`config.mk`:
```
export PLATFORM = sky130hd
export DESIGN_NAME = ppfs_top
export DESIGN_NICKNAME = d
export VERILOG_FILES = /design/src/ppfs_pkg.sv /design/src/ppfs_top.sv
export SDC_FILE = /design/constraint.sdc
export NUM_CORES = 1
export LEC_CHECK = 0
export BUFFER_PORTS_ARGS = -buffer_cell sky130_fd_sc_hd__buf_2
export CAP_MARGIN = 20
export CORE_MARGIN = 1.5
export CORE_UTILIZATION = 44
export CTS_CLUSTER_DIAMETER = 60
export DETAILED_ROUTE_END_ITERATION = 8
export PLACE_DENSITY = 0.76
export SYNTH_ARGS = -nofsm -noshare
export SYNTH_HDL_FRONTEND = slang
export SYNTH_SLANG_ARGS = --single-unit
export TNS_END_PERCENT = 100
```
`constraint.sdc`:
```
create_clock -name pclk -period 1.6 [get_ports pclk]
set_input_delay 0.4 -clock pclk [delete_from_list [all_inputs] [get_ports pclk]]
set_output_delay 0.4 -clock pclk [all_outputs]
set_load 0.01 [all_outputs]
```
`src/ppfs_pkg.sv`:
```
// constants and types shared by the port pin function select block
// Overview of operation
// - reserved bits 15 and 11 (and 7, 3) read as zero and writes to them are dropped.
// - field 14..12 picks pin 19 as port, bus data 19, interrupt 3 in, trace 3 out or link status in.
// - field 10..8 picks pin 18 as port, bus data 18, interrupt 2 in, trace 2 out or bidirectional mdio.
// - the low bit of every mode field comes up as 1 when booting in rom-less 32-bit bus mode.
// - an or-type input selected on several pins reaches the core as the or of those pins.
// - an and-type input selected on several pins reaches the core as the and of those pins.
// - an output function drives the same value on every pin selected for it.
package ppfs_pkg;

   localparam int          PPFS_PINS        = 4;
   localparam int          PPFS_FIELD_W     = 3;
   localparam int          PPFS_FIELD_PITCH = 4;
   localparam int          PPFS_ADDR_W      = 12;
   localparam logic [11:0] PPFS_CTRL_OFFSET = 12'h000;
   localparam logic [15:0] PPFS_CTRL_RESET  = 16'h0000;
   localparam logic [15:0] PPFS_CTRL_MASK   = 16'h7777;
   localparam logic [15:0] PPFS_EXT32_BITS  = 16'h1111;
   // pin 19 carries an input-only ethernet function
   localparam logic [3:0]  PPFS_ETH_DRIVES  = 4'b0111;

   typedef enum logic [2:0]
   {
      FN_PORT  = 3'b000,
      FN_BUS   = 3'b001,
      FN_IRQ   = 3'b011,
      FN_TRACE = 3'b100,
      FN_ETH   = 3'b111
   } ppfs_func_type;

   typedef enum logic [1:0]
   {
      ST_SYNC1 = 2'b00,
      ST_SYNC2 = 2'b01,
      ST_LOAD  = 2'b10,
      ST_RUN   = 2'b11
   } ppfs_state_type;

   // peripheral requests toward one pin
   typedef struct packed
   {
      logic port_out;
      logic port_dir;
      logic bus_out;
      logic bus_oe;
      logic trace_out;
      logic eth_out;
      logic eth_oe;
   } ppfs_drive_type;

   // merged pin values toward the peripherals
   typedef struct packed
   {
      logic port_in;
      logic bus_in;
      logic irq_in;
      logic eth_in;
   } ppfs_sense_type;

endpackage

```
`src/ppfs_top.sv`:
```
// port pin function multiplexer for pins 16 to 19 with apb control register
//
// Design decisions made here: register access over APB and the address map.
`timescale 1ns/1ps
module ppfs_top
   import ppfs_pkg::*;
#(
   parameter int PINS = PPFS_PINS
)
(
   input  wire logic                   pclk,          // apb clock
   input  wire logic                   presetn,       // async reset, active low
   input  wire logic                   psel,          // apb select
   input  wire logic                   penable,       // apb access phase
   input  wire logic                   pwrite,        // apb direction
   input  wire logic [PPFS_ADDR_W-1:0] paddr,         // apb byte address
   input  wire logic [31:0]            pwdata,        // apb write data
   output logic      [31:0]            prdata,        // apb read data
   output logic                        pready,        // apb ready
   output logic                        pslverr,       // apb error
   input  wire logic                   boot_ext32,    // strap: rom-less 32-bit bus boot
   input  wire logic [PINS-1:0]        pin_in,        // pin levels, asynchronous
   output logic      [PINS-1:0]        pin_out,       // pin drive values
   output logic      [PINS-1:0]        pin_oe_n,      // pin enables, low drives
   input  wire ppfs_drive_type [PINS-1:0] drive,      // peripheral requests per pin
   input  wire logic [PINS-1:0]        irq_merge_in,  // and-type value from other pins
   input  wire logic [PINS-1:0]        eth_merge_in,  // or-type value from other pins
   output ppfs_sense_type [PINS-1:0]   sense          // merged values to peripherals
);

   generate
      if (PINS < 1 || PINS > PPFS_PINS)
      begin : g_bad_pins
         $error("ppfs_top: PINS must be 1 to 4");
      end
   endgenerate

   logic [15:0]           ctrl_reg;
   logic [15:0]           ctrl_next;
   ppfs_state_type        state_reg;
   logic [1:0]            strap_sync_reg;
   logic [PINS-1:0]       pin_meta_reg;
   logic [PINS-1:0]       pin_sync_reg;
   logic                  access;
   logic                  addr_hit;
   logic                  write_done;

   assign access     = psel && penable;
   assign addr_hit   = (paddr == PPFS_CTRL_OFFSET);
   assign write_done = access && pready && pwrite && addr_hit;

   // strap capture after release: two sync stages, then load
   always_ff @(posedge pclk or negedge presetn)
   begin
      if (!presetn)
      begin
         strap_sync_reg <= 2'b00;
      end
      else
      begin
         strap_sync_reg <= {strap_sync_reg[0], boot_ext32};
      end
   end

   always_ff @(posedge pclk or negedge presetn)
   begin
      if (!presetn)
      begin
         state_reg <= ST_SYNC1;
      end
      else
      begin
         case (state_reg)
            ST_SYNC1: state_reg <= ST_SYNC2;
            ST_SYNC2: state_reg <= ST_LOAD;
            ST_LOAD:  state_reg <= ST_RUN;
            ST_RUN:   state_reg <= ST_RUN;
            default:  state_reg <= ST_SYNC1;
         endcase
      end
   end

   always_comb
   begin
      ctrl_next = ctrl_reg;
      if (state_reg == ST_LOAD)
      begin
         if (strap_sync_reg[1])
         begin
            ctrl_next = PPFS_EXT32_BITS;
         end
         else
         begin
            ctrl_next = PPFS_CTRL_RESET;
         end
      end
      else if (write_done)
      begin
         ctrl_next = pwdata[15:0] & PPFS_CTRL_MASK;
      end
   end

   always_ff @(posedge pclk or negedge presetn)
   begin
      if (!presetn)
      begin
         ctrl_reg <= PPFS_CTRL_RESET;
      end
      else
      begin
         ctrl_reg <= ctrl_next;
      end
   end

   // one wait state; no answer until the strap has been loaded
   always_ff @(posedge pclk or negedge presetn)
   begin
      if (!presetn)
      begin
         pready  <= 1'b0;
         pslverr <= 1'b0;
         prdata  <= 32'h0000_0000;
      end
      else
      begin
         pready  <= access && !pready && (state_reg == ST_RUN);
         pslverr <= access && !pready && (state_reg == ST_RUN) && !addr_hit;
         if (access && !pready && !pwrite && addr_hit && (state_reg == ST_RUN))
         begin
            prdata <= {16'h0000, ctrl_reg & PPFS_CTRL_MASK};
         end
         else
         begin
            prdata <= 32'h0000_0000;
         end
      end
   end

   // pins come from outside the clock domain
   always_ff @(posedge pclk or negedge presetn)
   begin
      if (!presetn)
      begin
         pin_meta_reg <= '0;
         pin_sync_reg <= '0;
      end
      else
      begin
         pin_meta_reg <= pin_in;
         pin_sync_reg <= pin_meta_reg;
      end
   end

   genvar g;
   generate
      for (g = 0; g < PINS; g = g + 1)
      begin : g_pin
         ppfs_func_type fn;
         logic          out_next;
         logic          oe_n_next;
         ppfs_sense_type sense_next;

         assign fn = ppfs_func_type'(ctrl_reg[g*PPFS_FIELD_PITCH +: PPFS_FIELD_W]);

         always_comb
         begin
            out_next  = 1'b0;
            oe_n_next = 1'b1;
            case (fn)
               FN_PORT:
               begin
                  out_next  = drive[g].port_out;
                  oe_n_next = !drive[g].port_dir;
               end
               FN_BUS:
               begin
                  out_next  = drive[g].bus_out;
                  oe_n_next = !drive[g].bus_oe;
               end
               FN_IRQ:
               begin
                  out_next  = 1'b0;
                  oe_n_next = 1'b1;
               end
               FN_TRACE:
               begin
                  out_next  = drive[g].trace_out;
                  oe_n_next = 1'b0;
               end
               FN_ETH:
               begin
                  out_next  = drive[g].eth_out;
                  oe_n_next = !(drive[g].eth_oe && PPFS_ETH_DRIVES[g]);
               end
               default:
               begin
                  out_next  = 1'b0;
                  oe_n_next = 1'b1;
               end
            endcase
         end

         always_comb
         begin
            sense_next.port_in = (fn == FN_PORT) && pin_sync_reg[g];
            sense_next.bus_in  = (fn == FN_BUS) && pin_sync_reg[g];
            // unselected pins give the neutral value for the merge
            sense_next.irq_in  = ((fn != FN_IRQ) || pin_sync_reg[g])
                                 && irq_merge_in[g];
            sense_next.eth_in  = ((fn == FN_ETH) && pin_sync_reg[g])
                                 || eth_merge_in[g];
         end

         always_ff @(posedge pclk or negedge presetn)
         begin
            if (!presetn)
            begin
               pin_out[g]  <= 1'b0;
               pin_oe_n[g] <= 1'b1;
            end
            else
            begin
               pin_out[g]  <= out_next;
               pin_oe_n[g] <= oe_n_next;
            end
         end

         always_ff @(posedge pclk or negedge presetn)
         begin
            if (!presetn)
            begin
               sense[g] <= '{port_in: 1'b0, bus_in: 1'b0, irq_in: 1'b1, eth_in: 1'b0};
            end
            else
            begin
               sense[g] <= sense_next;
            end
         end
      end
   endgenerate

endmodule

```
==> impl_metrics.tcl, run 1 <==
set metrics [dict create \
    power_density_nw_per_um2 1040 \
    dpl.hpwl_um 3780 \
    postCtsSetupBuffers 0 \
    slew_violations 0 \
    port_buffers 106 \
    synth_seq_area_share_pct 60.3 \
    grt_pass1_wl_um 8150 \
    slowest_stage "dfstp_2" \
    crit_path_end_kind "output pin" \
    crit_cells 1 \
    viasPerCell 4.79 \
    clock_latency_ns 0.32 \
    synth_edf_count 0 \
    drive_gt1_share_pct 43.7 \
    drv_cap 0 \
    die_h_um 79.7 \
    grt_pass1_vias 1826 \
    syn_to_final_growth_pct 30.4 \
    fin_nets 412 \
    regArea_um2 1560 \
    grt_use_total_pct 17.4 \
    vias 1912 \
    die_w_um 79.7 \
    async_flop_share_pct 100 \
    ir_drop_mv 0.607 \
    path_clk_slew_ns 0.06 \
    cts_root_buf "clkbuf_8" \
    crit_family "flip-flops" \
    rows 27 \
    mostFrequentLayoutCells "106 x buf_2, 54 x dfrtp_1, 20 x conb_1" \
    drt-pass1-iter-count 4 \
    wl_per_cell_um 13.2 \
    slew_headroom_pct 59.0 \
    place_inst 383 \
    cts_sinks 62 \
    critical_path_arrival_ns 0.96 \
    n_fill_cell 478 \
    fin_util_pct 60.5 \
    ys_warn_count 0 \
    postRouteAntennaNets 0 \
    reg2reg_depth 5 \
    p_leak_nw 1.82 \
    fin_worst_skew_ns 0.00611 \
    die_area_um2 6350 \
    cp_num_buf_inv 1 \
    gp_congestion 0.766 \
    status "completed" \
    ys.flop_type "dfrtp_1" \
    min_period_over_period_pct 85.2 \
    critPathMaxFanout 1 \
    h-tree-depth 3 \
    drtIter0Drc 53 \
    start_util_pct 46.4 \
    grt_max_degree 63 \
    fmax_mhz 733 \
    antenna_cells 0 \
    cts_buffers 9 \
    hold_path.class "primary input to asynchronous set/reset pin" \
    tightestPinTransition_ns 0.614 \
    final_common_cell "buf_2" \
    core_um2 5570 \
    cts_tree "built" \
    hold_viol 0 \
    detail_route.wirelength_um 5290 \
    crit_type "flop to output pin" \
    ys_ff_latch 62 \
    io_pins 148 \
    layout.cells.non_filler 399 \
    syn-mean-instance-area_um2 12.1 \
    setup_viol 0 \
    drc 0 \
    clockBufferDepth 2 \
    netlist_area_um2 2590 \
    min_period_ns 1.36 \
    multi_input_area_um2 880 \
    worstPathRequired_ns 1.20 \
    holdBufCountCts 0 \
    start_kind "flop" \
    antenna_found_initial 0 \
    crit_chain "buf_2" \
    post_cts_resized 0 \
    grt_overflow 0 \
    cp_slowest_stage_delay_ns 0.52 \
    yosysUniqueCellTypes 38 \
    grt_setup_unrepaired "false" \
    syn-instance-count 213 \
    largest_register_ffs 16 \
]
report_power, final:
| group | total, mW | internal, mW | switching [mW] |
|---|---|---|---|
| Combinational | 0.281 | 0.131 | 0.150 |
| Clock | 1.56 | 1.00 | 0.553 |
| Sequential | 1.66 | 1.63 | 0.0308 |
logic make-up after synthesis:
family | after synthesis | share of synthesized area, %
mux | 16 | 6.19
simple gates | 69 | 17.3
flops | 62 | 60.3
compound gates | 29 | 7.59
buf+inv | 36 | 8.41
other cells | 1 | 0.145
stage by stage:
| step | worst slack, ns | total power [mW] | hold slack, ns | area, um^2 | TNS, ns |
|---|---|---|---|---|---|
| 2_1_floorplan | 0.192 | 1.83 | 0.104 | 2660 | 0 |
| 3_3_place_gp | 0.0315 | 1.97 | 0.332 | 3140 | 0 |
| 3_5_place_dp | -0.00905 | 1.98 | 0.336 | 3140 | -0.00905 |
| 4_1_cts | 0.210 | 3.56 | 0.0802 | 3370 | 0 |
| 5_1_grt | 0.172 | 3.65 | 0.0911 | 3370 | 0 |
| 6_report | 0.236 | 3.50 | 0.0760 | 3370 | 0 |
cell usage after synthesis, types with 2 or more instances:
library cell / n / area, um^2
nor4b_1: 2 / 17.5
and2_1: 11 / 68.8
a21oi_1: 10 / 50.1
dfstp_2: 8 / 210
or2_2: 2 / 12.5
nand3_1: 2 / 10.0
dfrtp_1: 54 / 1350
nand2_1: 6 / 22.5
nor4_4: 3 / 63.8
o21ai_0: 5 / 25.0
nand2b_1: 5 / 31.3
buf_4: 20 / 150
mux2i_1: 16 / 160
clkbuf_1: 10 / 37.5
nor4_1: 3 / 18.8
a41o_1: 3 / 30.0
o31a_1: 4 / 35.0
nand4_1: 3 / 18.8
inv_1: 4 / 15.0
o31ai_1: 2 / 15.0
nor3_1: 4 / 20.0
nor2b_1: 3 / 18.8
and3_1: 2 / 12.5
a22o_1: 2 / 17.5
nor2_1: 16 / 60.1
final timing paths:
| kind | end | slack (ns) | from |
|---|---|---|---|
| max | sense[13] | 0.24 | sense[13] |
| min | sense[10] | 0.08 | presetn |
| max reg2reg | prdata[6] | 0.27 | state_reg[0] |
| min reg2reg | strap_sync_reg[1] | 0.35 | strap_sync_reg[0] |
| max in group asynchronous | sense[13] | 1.22 | presetn |
| min in group pclk | pin_meta_reg[1] | 0.17 | pin_in[1] |
cell type report:
cell class | count | share of cell area, %
clock buffers | 13 | 5.01
clock inverters | 3 | 1.93
inverters | 4 | 0.445
multi-input cells | 134 | 26.1
flip-flops and latches | 62 | 46.3
well taps | 72 | 2.67
repair buffers | 111 | 17.6
worst register-to-register path, delay by kind of cell, from the launching register on:
family	cells	cell delay, ns
buffers and inverters	1	0.15
AND/OR/NAND/NOR	4	0.72
flip-flops	1	0.41
per-layer routing:
layer  track usage [%]  wire [um]  up-vias
met5                 0          0        -
met4              9.30         89        0
met3              4.69        443       12
met2              29.0       2560       92
met1              20.3       2190      896
li1                  -          -      912
Power figures use the tool's default switching activity.
==> inputs of run 2 (changes only) <==
==> config.mk (replaced) <==
export PLATFORM = sky130hd
export DESIGN_NAME = ppfs_top
export DESIGN_NICKNAME = d
export VERILOG_FILES = /design/src/ppfs_pkg.sv /design/src/ppfs_top.sv
export SDC_FILE = /design/constraint.sdc
export NUM_CORES = 1
export LEC_CHECK = 0
export CAP_MARGIN = 20
export CORE_MARGIN = 1.5
export CORE_UTILIZATION = 61
export CTS_CLUSTER_DIAMETER = 60
export DETAILED_ROUTE_END_ITERATION = 8
export DONT_BUFFER_PORTS = 1
export PLACE_DENSITY = 0.73
export SYNTH_ARGS = -nofsm -noshare
export SYNTH_HDL_FRONTEND = slang
export SYNTH_SLANG_ARGS = --single-unit
export TNS_END_PERCENT = 100
==> run 2 against run 1 <==
The flow now finishes with violations (hold timing). Sequential share of layout area rose by 12 points. Sequential power about the same. First-iteration DRC count grew 77%. Largest cell class unchanged.
==> impl_metrics.tcl, run 2 (synthesis gave the netlist of run 1 again) <==
set metrics [dict create \
    postCtsSetupBuffers 0 \
    r2r_start "state_reg[0]" \
    syn_to_final_growth_pct 4.21 \
    post_cts_resized 0 \
    cts_root_buf "clkbuf_8" \
    reg2reg_to "prdata[2]" \
    port_buffers 0 \
    power_density_nw_per_um2 1060 \
    hold_viol 62 \
    fin_area_um2 2700 \
    io_pins 148 \
    cp_slowest_stage_delay_ns 0.40 \
    antenna_cells 0 \
    drt-pass1-iter-count 4 \
    cts_tree "built" \
    die_h_um 68.1 \
    antenna_found_initial 0 \
    fin_hold_ws_ns -0.233 \
    grt_overflow 0 \
    viasPerCell 5.74 \
    clockBufferDepth 2 \
    min_period_ns 1.39 \
    violations "hold timing" \
    grt_use_total_pct 21.3 \
    dpl_cell_area_um2 2550 \
    path_clk_slew_ns 0.06 \
    h-tree-depth 3 \
    reg2reg_depth 4 \
    drv_cap 0 \
    cts_sinks 62 \
    rows 23 \
    slew_violations 0 \
    drtIter0Drc 94 \
    critical_path_arrival_ns 1.65 \
    fmax_mhz 721 \
    layout.cells.non_filler 267 \
    status "finished, violations left" \
    critPathCapture "prdata[2]" \
    final_common_cell "dfrtp_1" \
    tns_ns 0 \
    postRouteAntennaNets 0 \
    crit_type "flop to flop" \
    fin_worst_skew_ns 0.00690 \
    grt_pass1_vias 1465 \
    cts_buffers 9 \
    fin_util_pct 66.9 \
    p_total_mw 2.87 \
    min_period_over_period_pct 86.7 \
    mostFrequentLayoutCells "54 x dfrtp_1, 20 x conb_1, 16 x mux2i_1, 16 x nor2_1, 11 x and2_1" \
    grt_pass1_wl_um 6870 \
    wl_per_cell_um 18.0 \
    fin_nets 303 \
    ir_drop_mv 0.647 \
    slew_headroom_pct 60.9 \
    place_inst 252 \
    vias 1533 \
    die_area_um2 4640 \
    grt_max_degree 63 \
    slowest_stage "dfrtp_1" \
    setup_viol 0 \
    hold_path.class "primary input to asynchronous set/reset pin" \
    p_leak_nw 1.31 \
    dpl.hpwl_um 3480 \
    core_um2 4030 \
    largest_register_ffs 16 \
    detail_route.wirelength_um 4800 \
    crit_path_end_kind "flop" \
    drive_gt1_share_pct 14.3 \
    crit_chain "nand4_1 -> or2_2 -> nor3_4 -> and2_1" \
    tightestPinTransition_ns 0.585 \
    drc 0 \
    clock_latency_ns 0.33 \
    die_w_um 68.1 \
    startpoint "state_reg[0]" \
    critPathMaxFanout 9 \
    start_kind "flop" \
    gp_congestion 0.809 \
    n_fill_cell 300 \
    ff2ff_setup_slack_ns 0.21 \
    grt_setup_unrepaired "false" \
    start_util_pct 64.2 \
    worstPathRequired_ns 1.87 \
]
run 2: cell count changes in the layout (fill, tap and decap cells not counted), moves of 2 or more:
cell	before	now
bufinv_16	2	0
clkinv_2	1	3
clkbuf_1	1	3
clkbuf_8	12	9
buf_2	106	0
buf_4	3	1
run 2: layout make-up:
| type | instances | area, um^2 | area share (%) |
|---|---|---|---|
| flip-flops and latches | 62 | 1560 | 57.9 |
| multi-input cells | 134 | 880 | 32.6 |
| clock buffers | 12 | 135 | 5.01 |
| well taps | 50 | 62.6 | 2.32 |
| repair buffers | 2 | 27.5 | 1.02 |
| clock inverters | 3 | 15.0 | 0.557 |
| inverters | 4 | 15.0 | 0.557 |
run 2: where the power goes:
part           switching (mW)  internal [mW]
clock network           0.529          0.546
registers              0.0575           1.64
logic                  0.0538         0.0426
run 2: critical path, delay by kind of cell, from the launching register on:
| family | cells | cell delay (ns) |
|---|---|---|
| flops | 1 | 0.40 |
| simple gates | 4 | 0.92 |
run 2: layer usage:
layer / vias to the layer above / track usage (%) / part of all wire [%]
li1: 697 / - / -
met1: 752 / 23.8 / 38
met2: 73 / 36.0 / 53
met3: 11 / 5.76 / 6.8
met4: 0 / 13.5 / 2.6
met5: - / 0 / 0
run 2: worst min path at each step:
stage,endpoint,slack [ns],depth (start not counted)
after detailed placement,pin_out[2],0.11,0
after CTS,state_reg[0],-0.25,0
final,ctrl_reg[9],-0.23,0
after global placement,pin_out[2],0.11,0
after global routing,ctrl_reg[12],-0.26,0
after floorplan,ctrl_reg[0],0.10,0
run 2: through the flow:
step                setup WS, ns  hold WS, ns
global route               0.141       -0.256
global placement           0.155        0.106
CTS                        0.212       -0.250
floorplan                  0.192        0.104
finish                     0.213       -0.233
detailed placement         0.128        0.106
